## config.mk

```make
export PLATFORM = sky130hd
export DESIGN_NAME = smc_master
export DESIGN_NICKNAME = d
export VERILOG_FILES = /design/src/rtl/smc_pkg.sv /design/src/rtl/smc_fifo_if.sv /design/src/rtl/smc_master.sv /design/src/rtl/smc_fifo.sv
export VERILOG_INCLUDE_DIRS = /design/src /design/src/rtl
export SDC_FILE = /design/constraint.sdc
export NUM_CORES = 1
export LEC_CHECK = 0
export ABC_CLOCK_PERIOD_IN_PS = 8200
export BUFFER_PORTS_ARGS = -buffer_cell sky130_fd_sc_hd__clkbuf_2
export CORE_MARGIN = 1.5
export CORE_UTILIZATION = 46
export CTS_CLUSTER_SIZE = 16
export DETAILED_ROUTE_END_ITERATION = 10
export GPL_TIMING_DRIVEN = 0
export PLACE_DENSITY = 0.65
export SETUP_SLACK_MARGIN = 0.4
export SLEW_MARGIN = 20
export SYNTH_ARGS = -nofsm -noshare
export SYNTH_HDL_FRONTEND = slang
export SYNTH_SLANG_ARGS = --single-unit
```

## constraint.sdc

```tcl
create_clock -name clock_i -period 8.2 [get_ports clock_i]
set_input_delay 1.64 -clock clock_i [delete_from_list [all_inputs] [get_ports clock_i]]
set_output_delay 1.64 -clock clock_i [all_outputs]
set_load 0.005 [all_outputs]
```

## src/rtl/smc_regs.svh

```systemverilog
// Register offsets, field positions, reset values and counts of the SPI master.
//
// What this block does
// (RL1) Receive-level interrupt enable raises the interrupt while rx_needs_reading is high.
// (RL2) Done interrupt enable raises the interrupt while the transfer-complete flag is one.
// (RL3) DMA data requests are issued only while dma_request_enable is one.
// (RL4) Without transfer_active all selects are inactive, rx_needs_reading and done read zero.
// (RL5) Data-port write without transfer_active loads length_field and control_field bits 7:0.
// (RL6) With transfer_active the selects follow the chosen index and the polarity.
// (RL7) A frame-end pulse from the DMA engine clears transfer_active.
// (RL8) select_polarity zero makes selects active low, one makes them active high.
// (RL9) The clear field empties the TX FIFO (low bit) or RX FIFO (high bit), reads zero.
// (RL10) A clear written together with transfer_active takes effect before the frame starts.
// (RL11) Clock polarity sets the idle level of the serial clock.
// (RL12) Clock phase puts the first clock edge mid-bit (zero) or at bit start (one).
// (RL13) Select index 00, 01, 10 choose outputs 0, 1, 2; 11 selects none.
// (RL14) In DMA mode data-port accesses after the configuration word move four-byte words.
// (RL15) In DMA mode word requests stop once the programmed byte length is reached.
// (RL16) In polled mode a data-port write pushes one byte, a read pops one byte.
// (RL17) Serial clock is core clock over clock_divisor; zero means 65536.
// (RL18) An odd clock_divisor is rounded down to the next even value.
// (RL19) length_field counts bytes to send and receive and acts only in DMA mode.
// (RL20) output_hold_count sets the nine-bit mode hold in clocks, zero gives one, resets to one.
// (RL21) rx_needs_reading is high while RX FIFO is three quarters full and a transfer runs.
// (RL22) Nine-bit mode prefixes each byte with a flag bit and shifts nine bits.
// (RL23) The serial clock toggles only while a byte shifts and rests otherwise.
// (RL24) All registers update on the core clock and reset to their documented values.
`ifndef SMC_REGS_SVH
`define SMC_REGS_SVH

`define SMC_OFS_CS      5'h00
`define SMC_OFS_FIFO    5'h04
`define SMC_OFS_CLK     5'h08
`define SMC_OFS_TRANSFER_LENGTH    5'h0C
`define SMC_OFS_OUTPUT_HOLD_DELAY    5'h10

`define SMC_CS_RX_LEVEL_IRQ_ENABLE     10
`define SMC_CS_DONE_IRQ_ENABLE     9
`define SMC_CS_DMA_REQUEST_ENABLE    8
`define SMC_CS_TA       7
`define SMC_CS_SELECT_POLARITY    6
`define SMC_CS_CLR_RX   5
`define SMC_CS_CLR_TX   4
`define SMC_CS_CPOL     3
`define SMC_CS_CPHA     2
`define SMC_CS_NINE     13
`define SMC_CLR_MASK    8'h30

`define SMC_CTRL_RST    8'h00
`define SMC_CLOCK_DIVISOR_RST    16'h0000
`define SMC_TRANSFER_LENGTH_RST    16'h0000
`define SMC_TOH_RST     4'h1
`define SMC_HALF_MAX    16'h8000

`endif

```

## src/rtl/smc_pkg.sv

```systemverilog
// Types shared by the SPI master modules.
package smc_pkg;

  typedef enum logic [2:0] {
    SMC_IDLE  = 3'b001,
    SMC_SHIFT = 3'b010,
    SMC_HOLD  = 3'b100
  } smc_state_e;

  typedef logic [31:0] smc_word_t;

endpackage

```

## src/rtl/smc_fifo_if.sv

```systemverilog
// Push and pop port between the SPI master and one of its FIFOs.
`timescale 1ns/1ps
interface smc_fifo_if #(
  parameter int W  = 34,
  parameter int AW = 4
);
  logic          push;
  logic [W-1:0]  push_data;
  logic          pop;
  logic [W-1:0]  pop_data;
  logic          clear;
  logic          full;
  logic          empty;
  logic [AW:0]   level;

  modport user  (output push, push_data, pop, clear,
                 input  pop_data, full, empty, level);
  modport store (input  push, push_data, pop, clear,
                 output pop_data, full, empty, level);
endinterface // smc_fifo_if

```

## src/rtl/smc_master.sv

```systemverilog
// SPI master with control registers, data port, divider and shifter.
//
// Chosen here: the placing of the registers and the Avalon-MM slave port.
`timescale 1ns/1ps
`include "smc_regs.svh"
module smc_master import smc_pkg::*; #(
  parameter int FIFO_AW = 4
) (
  input  wire logic        clock_i,
  input  wire logic        rst_b_i,
  input  wire logic [4:0]  address_i,
  input  wire logic        read_i,
  input  wire logic        write_i,
  input  wire logic [31:0] writedata_i,
  output logic      [31:0] readdata_o,
  output logic             waitrequest_o,
  input  wire logic        dma_frame_end_i,
  input  wire logic        miso_i,
  output logic             sclk_o,
  output logic             mosi_o,
  output logic      [2:0]  cs_o,
  output logic             irq_o,
  output logic             tx_dreq_o,
  output logic             rx_dreq_o
);
  localparam logic [FIFO_AW:0] RXR_LVL = (FIFO_AW+1)'(3 << (FIFO_AW - 2));

  ////////////////////////////////////////////////////////////////////////////
  // Registers and bus decode.

  logic [7:0]  ctrl;
  logic [7:0]  next_ctrl;
  logic        rx_level_irq_enable;
  logic        done_irq_enable;
  logic        dma_request_enable;
  logic        nine;
  logic [15:0] clock_divisor;
  logic [15:0] len;
  logic [3:0]  output_hold_count;
  logic [1:0]  miso_sync;
  smc_state_e  state;
  logic [8:0]  shreg;
  logic [8:0]  rxsh;
  logic [3:0]  bitcnt;
  logic        half;
  logic [15:0] divcnt;
  logic [3:0]  hold_cnt;
  logic [1:0]  tx_lane;
  logic [1:0]  rx_lane;
  smc_word_t   rx_acc;
  smc_word_t   rx_word;
  logic [15:0] bytes_done;
  logic [16:0] dma_words;

  smc_fifo_if #(.W(34), .AW(FIFO_AW)) txf ();
  smc_fifo_if #(.W(32), .AW(FIFO_AW)) rxf ();

  wire acc      = (read_i | write_i) & ~waitrequest_o;
  wire wr       = write_i & acc;
  wire rd       = read_i & acc;
  wire sel_cs   = (address_i == `SMC_OFS_CS);
  wire sel_fifo = (address_i == `SMC_OFS_FIFO);
  wire sel_clk  = (address_i == `SMC_OFS_CLK);
  wire sel_transfer_length = (address_i == `SMC_OFS_TRANSFER_LENGTH);
  wire sel_output_hold_delay = (address_i == `SMC_OFS_OUTPUT_HOLD_DELAY);
  wire ta       = ctrl[`SMC_CS_TA];
  wire pol      = ctrl[`SMC_CS_SELECT_POLARITY];
  wire cpol     = ctrl[`SMC_CS_CPOL];
  wire cpha     = ctrl[`SMC_CS_CPHA];
  wire [1:0] cs_sel = ctrl[1:0];
  wire miso_s   = miso_sync[1];

  wire       cfg_wr    = wr & (sel_cs | (sel_fifo & ~ta)); // RL5
  wire [7:0] ctrl_wdat = writedata_i[7:0] & ~`SMC_CLR_MASK; // RL9
  wire [1:0] clr       = cfg_wr ? writedata_i[5:4] : 2'b00; // RL9

  always_comb begin
    next_ctrl = cfg_wr ? ctrl_wdat : ctrl;
    if (dma_frame_end_i) begin
      next_ctrl[`SMC_CS_TA] = 1'b0; // RL7
    end
  end

  // Status flags derived from the FIFOs and the shifter.
  wire in_idle = (state == SMC_IDLE);
  wire done    = ta & txf.empty & in_idle; // RL4
  wire rx_needs_reading     = ta & (rxf.level >= RXR_LVL); // RL21 RL4
  wire [31:0] cs_read = {11'h000, rxf.full, rx_needs_reading, ~txf.full, ~rxf.empty,
                         done, 2'b00, nine, 2'b00, rx_level_irq_enable, done_irq_enable, dma_request_enable, ctrl};
  wire [31:0] fifo_read = dma_request_enable ? rxf.pop_data
                                : {24'h000000, rxf.pop_data[7:0]}; // RL16
  wire [31:0] rd_mux = sel_cs   ? cs_read :
                       sel_fifo ? fifo_read :
                       sel_clk  ? {16'h0000, clock_divisor} :
                       sel_transfer_length ? {16'h0000, len} :
                       sel_output_hold_delay ? {28'h0000000, output_hold_count} : 32'h00000000;

  always_ff @(posedge clock_i) begin
    if (!rst_b_i) begin
      waitrequest_o <= 1'b1;
      readdata_o    <= 32'h00000000;
    end else begin
      waitrequest_o <= ~((read_i | write_i) & waitrequest_o);
      readdata_o    <= rd_mux;
    end
  end

  always_ff @(posedge clock_i) begin
    if (!rst_b_i) begin // RL24
      ctrl  <= `SMC_CTRL_RST;
      rx_level_irq_enable  <= 1'b0;
      done_irq_enable  <= 1'b0;
      dma_request_enable <= 1'b0;
      nine  <= 1'b0;
      clock_divisor  <= `SMC_CLOCK_DIVISOR_RST;
      len   <= `SMC_TRANSFER_LENGTH_RST;
      output_hold_count   <= `SMC_TOH_RST; // RL20
    end else begin
      ctrl <= next_ctrl;
      if (wr && sel_cs) begin
        rx_level_irq_enable  <= writedata_i[`SMC_CS_RX_LEVEL_IRQ_ENABLE];
        done_irq_enable  <= writedata_i[`SMC_CS_DONE_IRQ_ENABLE];
        dma_request_enable <= writedata_i[`SMC_CS_DMA_REQUEST_ENABLE];
        nine  <= writedata_i[`SMC_CS_NINE];
      end
      if (wr && sel_fifo && !ta) begin
        len <= writedata_i[31:16]; // RL5
      end else if (wr && sel_transfer_length) begin
        len <= writedata_i[15:0]; // RL19
      end
      if (wr && sel_clk) begin
        clock_divisor <= writedata_i[15:0];
      end
      if (wr && sel_output_hold_delay) begin
        output_hold_count <= writedata_i[3:0];
      end
    end
  end

  ////////////////////////////////////////////////////////////////////////////
  // FIFOs and data port.

  wire tx_wr = wr & sel_fifo & ta;
  assign txf.push      = tx_wr; // RL16 RL14
  assign txf.push_data = dma_request_enable ? {2'b11, writedata_i}
                               : {2'b00, 23'h000000, writedata_i[8:0]};
  assign txf.clear     = clr[0]; // RL9
  assign rxf.clear     = clr[1]; // RL9
  assign rxf.pop       = rd & sel_fifo;

  smc_fifo #(.W(34), .AW(FIFO_AW)) u_tx (
    .clock_i (clock_i),
    .rst_b_i (rst_b_i),
    .f       (txf)
  );

  smc_fifo #(.W(32), .AW(FIFO_AW)) u_rx (
    .clock_i (clock_i),
    .rst_b_i (rst_b_i),
    .f       (rxf)
  );

  ////////////////////////////////////////////////////////////////////////////
  // Divider and shifter.

  wire [15:0] even_div = clock_divisor & 16'hFFFE; // RL18
  wire [15:0] half_len = (even_div == 16'h0000) ? `SMC_HALF_MAX
                                                : {1'b0, even_div[15:1]}; // RL17
  wire        tick     = (divcnt == half_len - 16'h0001);
  wire        len_ok   = ~dma_request_enable | (bytes_done < len); // RL19 RL15
  wire        start    = in_idle & ta & ~txf.empty & ~rxf.full & len_ok
                         & (clr == 2'b00); // RL10
  wire [7:0]  tx_byte  = txf.pop_data[tx_lane*8 +: 8];
  wire        last_ent = (tx_lane == txf.pop_data[33:32])
                         | (dma_request_enable & (bytes_done + 16'h0001 == len));
  wire        byte_end = (state == SMC_SHIFT) & tick & half
                         & (bitcnt == 4'h1);
  wire [7:0]  rx_byte  = rxsh[7:0];
  wire        rx_last  = ~dma_request_enable | (rx_lane == 2'b11)
                         | (bytes_done + 16'h0001 == len);
  wire [3:0]  hold_len = (output_hold_count == 4'h0) ? 4'h1 : output_hold_count; // RL20

  always_comb begin
    rx_word = rx_acc;
    rx_word[rx_lane*8 +: 8] = rx_byte;
  end

  assign txf.pop       = start & last_ent;
  assign rxf.push      = byte_end & rx_last;
  assign rxf.push_data = dma_request_enable ? rx_word : {24'h000000, rx_byte};

  always_ff @(posedge clock_i) begin
    if (!rst_b_i || !ta) begin
      state  <= SMC_IDLE;
      divcnt <= 16'h0000;
      half   <= 1'b0;
      bitcnt <= 4'h0;
    end else begin
      case (state)
        SMC_IDLE: begin
          if (start) begin
            state  <= SMC_SHIFT;
            divcnt <= 16'h0000;
            half   <= 1'b0;
            bitcnt <= nine ? 4'h9 : 4'h8; // RL22
          end
        end
        SMC_SHIFT: begin
          divcnt <= tick ? 16'h0000 : divcnt + 16'h0001;
          if (tick) begin
            half <= ~half;
            if (half) begin
              bitcnt <= bitcnt - 4'h1;
            end
          end
          if (byte_end) begin
            state <= nine ? SMC_HOLD : SMC_IDLE; // RL23
          end
        end
        SMC_HOLD: begin
          if (hold_cnt == 4'h1) begin
            state <= SMC_IDLE; // RL20
          end
        end
        default: state <= SMC_IDLE;
      endcase
    end
  end

  always_ff @(posedge clock_i) begin
    if (!rst_b_i) begin
      shreg    <= 9'h000;
      rxsh     <= 9'h000;
      hold_cnt <= 4'h1;
    end else if (start) begin
      shreg <= nine ? txf.pop_data[8:0] : {tx_byte, 1'b0}; // RL22
    end else if (state == SMC_SHIFT && tick) begin
      if (!half) begin
        rxsh <= {rxsh[7:0], miso_s};
      end else begin
        shreg <= {shreg[7:0], 1'b0};
      end
      hold_cnt <= hold_len;
    end else if (state == SMC_HOLD) begin
      hold_cnt <= hold_cnt - 4'h1;
    end
  end

  always_ff @(posedge clock_i) begin
    if (!rst_b_i || !ta) begin
      bytes_done <= 16'h0000;
      dma_words  <= 17'h00000;
    end else begin
      if (byte_end) begin
        bytes_done <= bytes_done + 16'h0001;
      end
      if (tx_wr && dma_request_enable && !txf.full) begin
        dma_words <= dma_words + 17'h00001; // RL14
      end
    end
  end

  always_ff @(posedge clock_i) begin
    if (!rst_b_i || !ta || clr[0]) begin
      tx_lane <= 2'b00;
    end else if (start) begin
      tx_lane <= last_ent ? 2'b00 : tx_lane + 2'b01;
    end
  end

  always_ff @(posedge clock_i) begin
    if (!rst_b_i || !ta || clr[1]) begin
      rx_lane <= 2'b00;
      rx_acc  <= 32'h00000000;
    end else if (byte_end) begin
      rx_lane <= rx_last ? 2'b00 : rx_lane + 2'b01;
      rx_acc  <= rx_last ? 32'h00000000 : rx_word;
    end
  end

  ////////////////////////////////////////////////////////////////////////////
  // Pins, interrupt and DMA requests.

  wire        in_shift  = (state == SMC_SHIFT);
  wire [16:0] words_req = ({1'b0, len} + 17'h00003) >> 2;
  wire        tx_req    = dma_request_enable & ~txf.full
                          & (~ta | (dma_words < words_req)); // RL3 RL15
  wire        rx_req    = dma_request_enable & ~rxf.empty; // RL3

  always_ff @(posedge clock_i) begin
    if (!rst_b_i) begin
      miso_sync <= 2'b00;
      sclk_o    <= 1'b0;
      mosi_o    <= 1'b0;
      irq_o     <= 1'b0;
      tx_dreq_o <= 1'b0;
      rx_dreq_o <= 1'b0;
    end else begin
      miso_sync <= {miso_sync[0], miso_i};
      sclk_o    <= cpol ^ (in_shift & (half ^ cpha)); // RL11 RL12 RL23
      mosi_o    <= shreg[8];
      irq_o     <= (rx_level_irq_enable & rx_needs_reading) | (done_irq_enable & done); // RL1 RL2
      tx_dreq_o <= tx_req;
      rx_dreq_o <= rx_req;
    end
  end

  genvar gi;
  generate
    for (gi = 0; gi < 3; gi++) begin : g_cs
      always_ff @(posedge clock_i) begin
        if (!rst_b_i) begin
          cs_o[gi] <= 1'b1;
        end else if (ta && cs_sel == 2'(gi)) begin
          cs_o[gi] <= pol; // RL6 RL8 RL13
        end else begin
          cs_o[gi] <= ~pol; // RL4 RL8
        end
      end
    end
  endgenerate
endmodule // smc_master

```

## src/rtl/smc_fifo.sv

```systemverilog
// Synchronous first-in first-out store with clear, used for TX and RX.
`timescale 1ns/1ps
module smc_fifo import smc_pkg::*; #(
  parameter int W  = 34,
  parameter int AW = 4
) (
  input  wire logic   clock_i,
  input  wire logic   rst_b_i,
  smc_fifo_if.store   f
);
  localparam logic [AW:0] FULL_LVL = (AW+1)'(1 << AW);

  logic [W-1:0] mem [1 << AW];
  logic [AW:0]  wp;
  logic [AW:0]  rp;
  wire          do_push = f.push & ~f.full;
  wire          do_pop  = f.pop & ~f.empty;

  assign f.level    = wp - rp;
  assign f.full     = (f.level == FULL_LVL);
  assign f.empty    = (wp == rp);
  assign f.pop_data = mem[rp[AW-1:0]];

  always_ff @(posedge clock_i) begin
    if (!rst_b_i || f.clear) begin
      wp <= '0;
      rp <= '0;
    end else begin
      if (do_push) begin
        wp <= wp + 1'b1;
      end
      if (do_pop) begin
        rp <= rp + 1'b1;
      end
    end
  end

  always_ff @(posedge clock_i) begin
    if (do_push) begin
      mem[wp[AW-1:0]] <= f.push_data;
    end
  end
endmodule // smc_fifo

```

==> reports/summary.txt <==
Antenna viol nets, final - 0
Final setup vio count - 0
Netlist cell types - 84
Cts hold-fix bufs - 0
Adder-Cell Fraction of Synth Area - 0.0150
DPL Wire Length - 100,000 um
Die W - 341 um
Crit Path Class - in -> reg
Fin crit share - 0.749
First-pass GRT wire length - 208,000 um
Share of post-route cells with drive strength above 1 - 0.226
Row cnt - 123
Worst Path Arrival - 6.59 ns
Post-synthesis mux area share - 0.139
Vias per inst - 6.09
Register bit total from synthesis - 1,271
Max frequency - 0.163 GHz
EDFF count, synth - 1,040
Setup crit end kind - flip-flop
Layout Nets - 3,726
Power after layout - 0.0130 W
Worst-margin pin slew - 1.23 ns
GRT Overall Usage - 0.245
Via count - 31,900
Synthesis-to-layout area growth - 16.1%
Seq/Total Area, Yosys - 0.682
Synth Area in Compound Gates - 0.0562
Maximum vdd drop - 0.210 mV
Fin. Hold Viols - 0
Post-DR wirelength/cell - 27.2 um
# clock sinks - 1,271
Fin worst setup slack - 2.05 ns
PD cells - 214 mW/mm^2
Avg Cell Area, Syn - 16.3 um^2
Worst min path class - reg -> reg
Clk Latency, worst-skew pair - 0.75 ns
Top cells by area, synth - edfxtp_1, mux4_2, dfxtp_1
Resized cells post-CTS - 0
Synthesized net count - 3,339
Setup bufs post-CTS - 0
Core area - 0.113 mm^2
Remaining DRCs - 0
Yosys warnings - 0
Vias in the first global route - 30,900
H-tree Lvls - 4
Port Buf Inserts - 82
Pin count of the biggest net entering global routing - 22
Total CTS buffers - 134
CTS tree - built
Slew Limit Fails - 0
Starting DRC count in detailed routing - 3,950
Main combinational cell family by area after synthesis - multiplexers
I/O pins - 84
Ys async rst share - 0
Worst path required time - 8.65 ns
Post-synth top area cell - edfxtp_1
Rel. slew slack - 0.175
Final min period - 6.15 ns
Setup_tns - 0 ns
Fin Hold WS - 0.445 ns
Area of the die - 0.116 mm^2
Initial antenna violation count - 5
Startpoint types - input pin
Non-filler instance count after layout - 5,230
Synth top area share - 0.594
DRT Pass-1 Iters - 6
WL final - 142,000 um
Post-Synth XOR/XNOR Area - 0.0136
Routability cong. - 0.952
RSZ-0062 raised after global routing - false
Inst Count DP - 4,983
DP Worst Slack - 1.48 ns
Synth Flop Type - edfxtp_1
Pleak - 20.5 nW
Max-cap viol count - 0
Total gr overflow - 0
Crit Path Max Fanout - 10
Simple-gate share of the synthesized area - 0.0744
Post-Syn Instances - 3,233
Clock transition at path regs - 0.06 ns
CTS max path bufs - 3
Die height - 341 um
Root cell of the clock tree - clkbuf_16
Status - complete, no violations
Setup Skew - 0.0246 ns
Mapped Area - 0.0525 mm^2
Starting density of the core - 0.466
layout by cell type (no fill, tap or decap), types with 27 or more instances in the layout:
| master | netlist | final |
|---|---|---|
| mux2i_1 | 83 | 83 |
| clkbuf_2 | 2 | 86 |
| nand2_1 | 214 | 214 |
| buf_1 | 29 | 27 |
| and2_1 | 38 | 38 |
| o21ai_0 | 37 | 37 |
| dfxtp_1 | 231 | 231 |
| buf_2 | 24 | 120 |
| nor3_1 | 47 | 42 |
| a211oi_1 | 37 | 36 |
| clkbuf_1 | 132 | 158 |
| a22oi_1 | 43 | 43 |
| xnor2_1 | 61 | 61 |
| nor2b_1 | 50 | 42 |
| inv_1 | 71 | 71 |
| ha_1 | 63 | 63 |
| nand3_1 | 83 | 83 |
| edfxtp_1 | 1040 | 1040 |
| a31oi_1 | 36 | 36 |
| clkbuf_16 | 0 | 137 |
| buf_4 | 0 | 46 |
| mux4_2 | 281 | 281 |
| nand2b_1 | 28 | 28 |
| a21oi_1 | 92 | 92 |
| nand4_1 | 38 | 38 |
| nor2_1 | 142 | 130 |
logic make-up (layout without fill, tap and decap cells):
kind of cell | after synthesis | in the layout
flip-flops | 1271 | 1271
AND/OR/NAND/NOR | 768 | 768
AO/OA/AOI/OAI | 413 | 413
multiplexers | 376 | 376
buffers and inverters | 262 | 757
XOR/XNOR | 80 | 80
adder cells (fa/ha/maj) | 63 | 63
other | 0 | 2
metal layers:
metal | global-route usage | wire, um | up-vias
li1 | - | - | 13600
met1 | 0.347 | 59500 | 16400
met2 | 0.376 | 65300 | 1563
met3 | 0.0548 | 12800 | 274
met4 | 0.0813 | 4520 | 8
met5 | 0 | 43 | -
worst max-delay path, cell delays in order:
cell	delay, ns
clkbuf_2	0.10
nor2b_1	0.13
clkbuf_1	0.23
and3_1	0.29
clkbuf_1	0.26
o21ai_0	0.18
nand4_1	0.29
a311o_1	0.55
o31ai_1	0.31
nand3_1	0.54
buf_2	0.37
nor4_2	0.79
buf_4	0.30
buf_4	0.16
buf_2	0.21
buf_2	0.23
cell type report:
type / count / area [um^2]
diodes: 2 / 5.00
plain buffers: 189 / 761
clock buffers: 168 / 3580
clock inverters: 76 / 806
fillers: 8847 / 51800
inverters: 73 / 274
multi-input cells: 1700 / 15900
flip-flops and latches: 1271 / 35900
well taps: 1500 / 1880
repair buffers: 251 / 1880
where the power goes:
group | total, W | internal (W) | switching (W)
combinational | 0.0000972 | 0.0000209 | 0.0000763
clock | 0.00604 | 0.00348 | 0.00255
sequential | 0.00690 | 0.00689 | 0.00000239
metrics by stage:
step,utilization,instance area (um^2)
floorplan,-,52500
global placement,0.486,54800
detailed placement,0.501,56600
CTS,0.540,60900
global route,0.541,61000
finish,0.541,61000
worst paths after layout:
kind | from | end | slack, ns | cells past startpoint
min reg2reg | miso_sync[0] | miso_sync[1] | 0.44 | 1
max | write_i | u_rx.mem[6][21] | 2.05 | 16
min | miso_sync[0] | miso_sync[1] | 0.44 | 1
max reg2reg | clock_divisor[11] | u_rx.mem[6][21] | 2.11 | 14
cells in the mapped netlist (all sizes together), types with 14 or more instances:
cell / count
nor4: 32
clkbuf: 134
nor2b: 50
buf: 55
a32o: 24
inv: 71
ha: 63
nor2: 143
nand2b: 28
a311oi: 18
and2: 39
a31oi: 36
a211oi: 37
mux2i: 83
or3: 14
nand2: 214
and3: 25
mux4: 281
nand3b: 16
a21oi: 92
a22o: 17
xor2: 18
xnor2: 61
o21ai: 37
a22oi: 43
nand4: 39
edfxtp: 1040
nor3: 47
nand3: 83
dfxtp: 231
state kept, by name, summed over array words and instances (netlist names), 5 cells and up, named ones only:
signal,cells
u_tx.mem,528
u_rx.mem,512
readdata_o,32
rx_acc,32
dma_words,17
bytes_done,16
clock_divisor,16
divcnt,16
len,16
shreg,9
rxsh,8
ctrl,6
u_rx.rp,5
u_rx.wp,5
u_tx.rp,5
u_tx.wp,5
(Power assumes the default switching activity.)
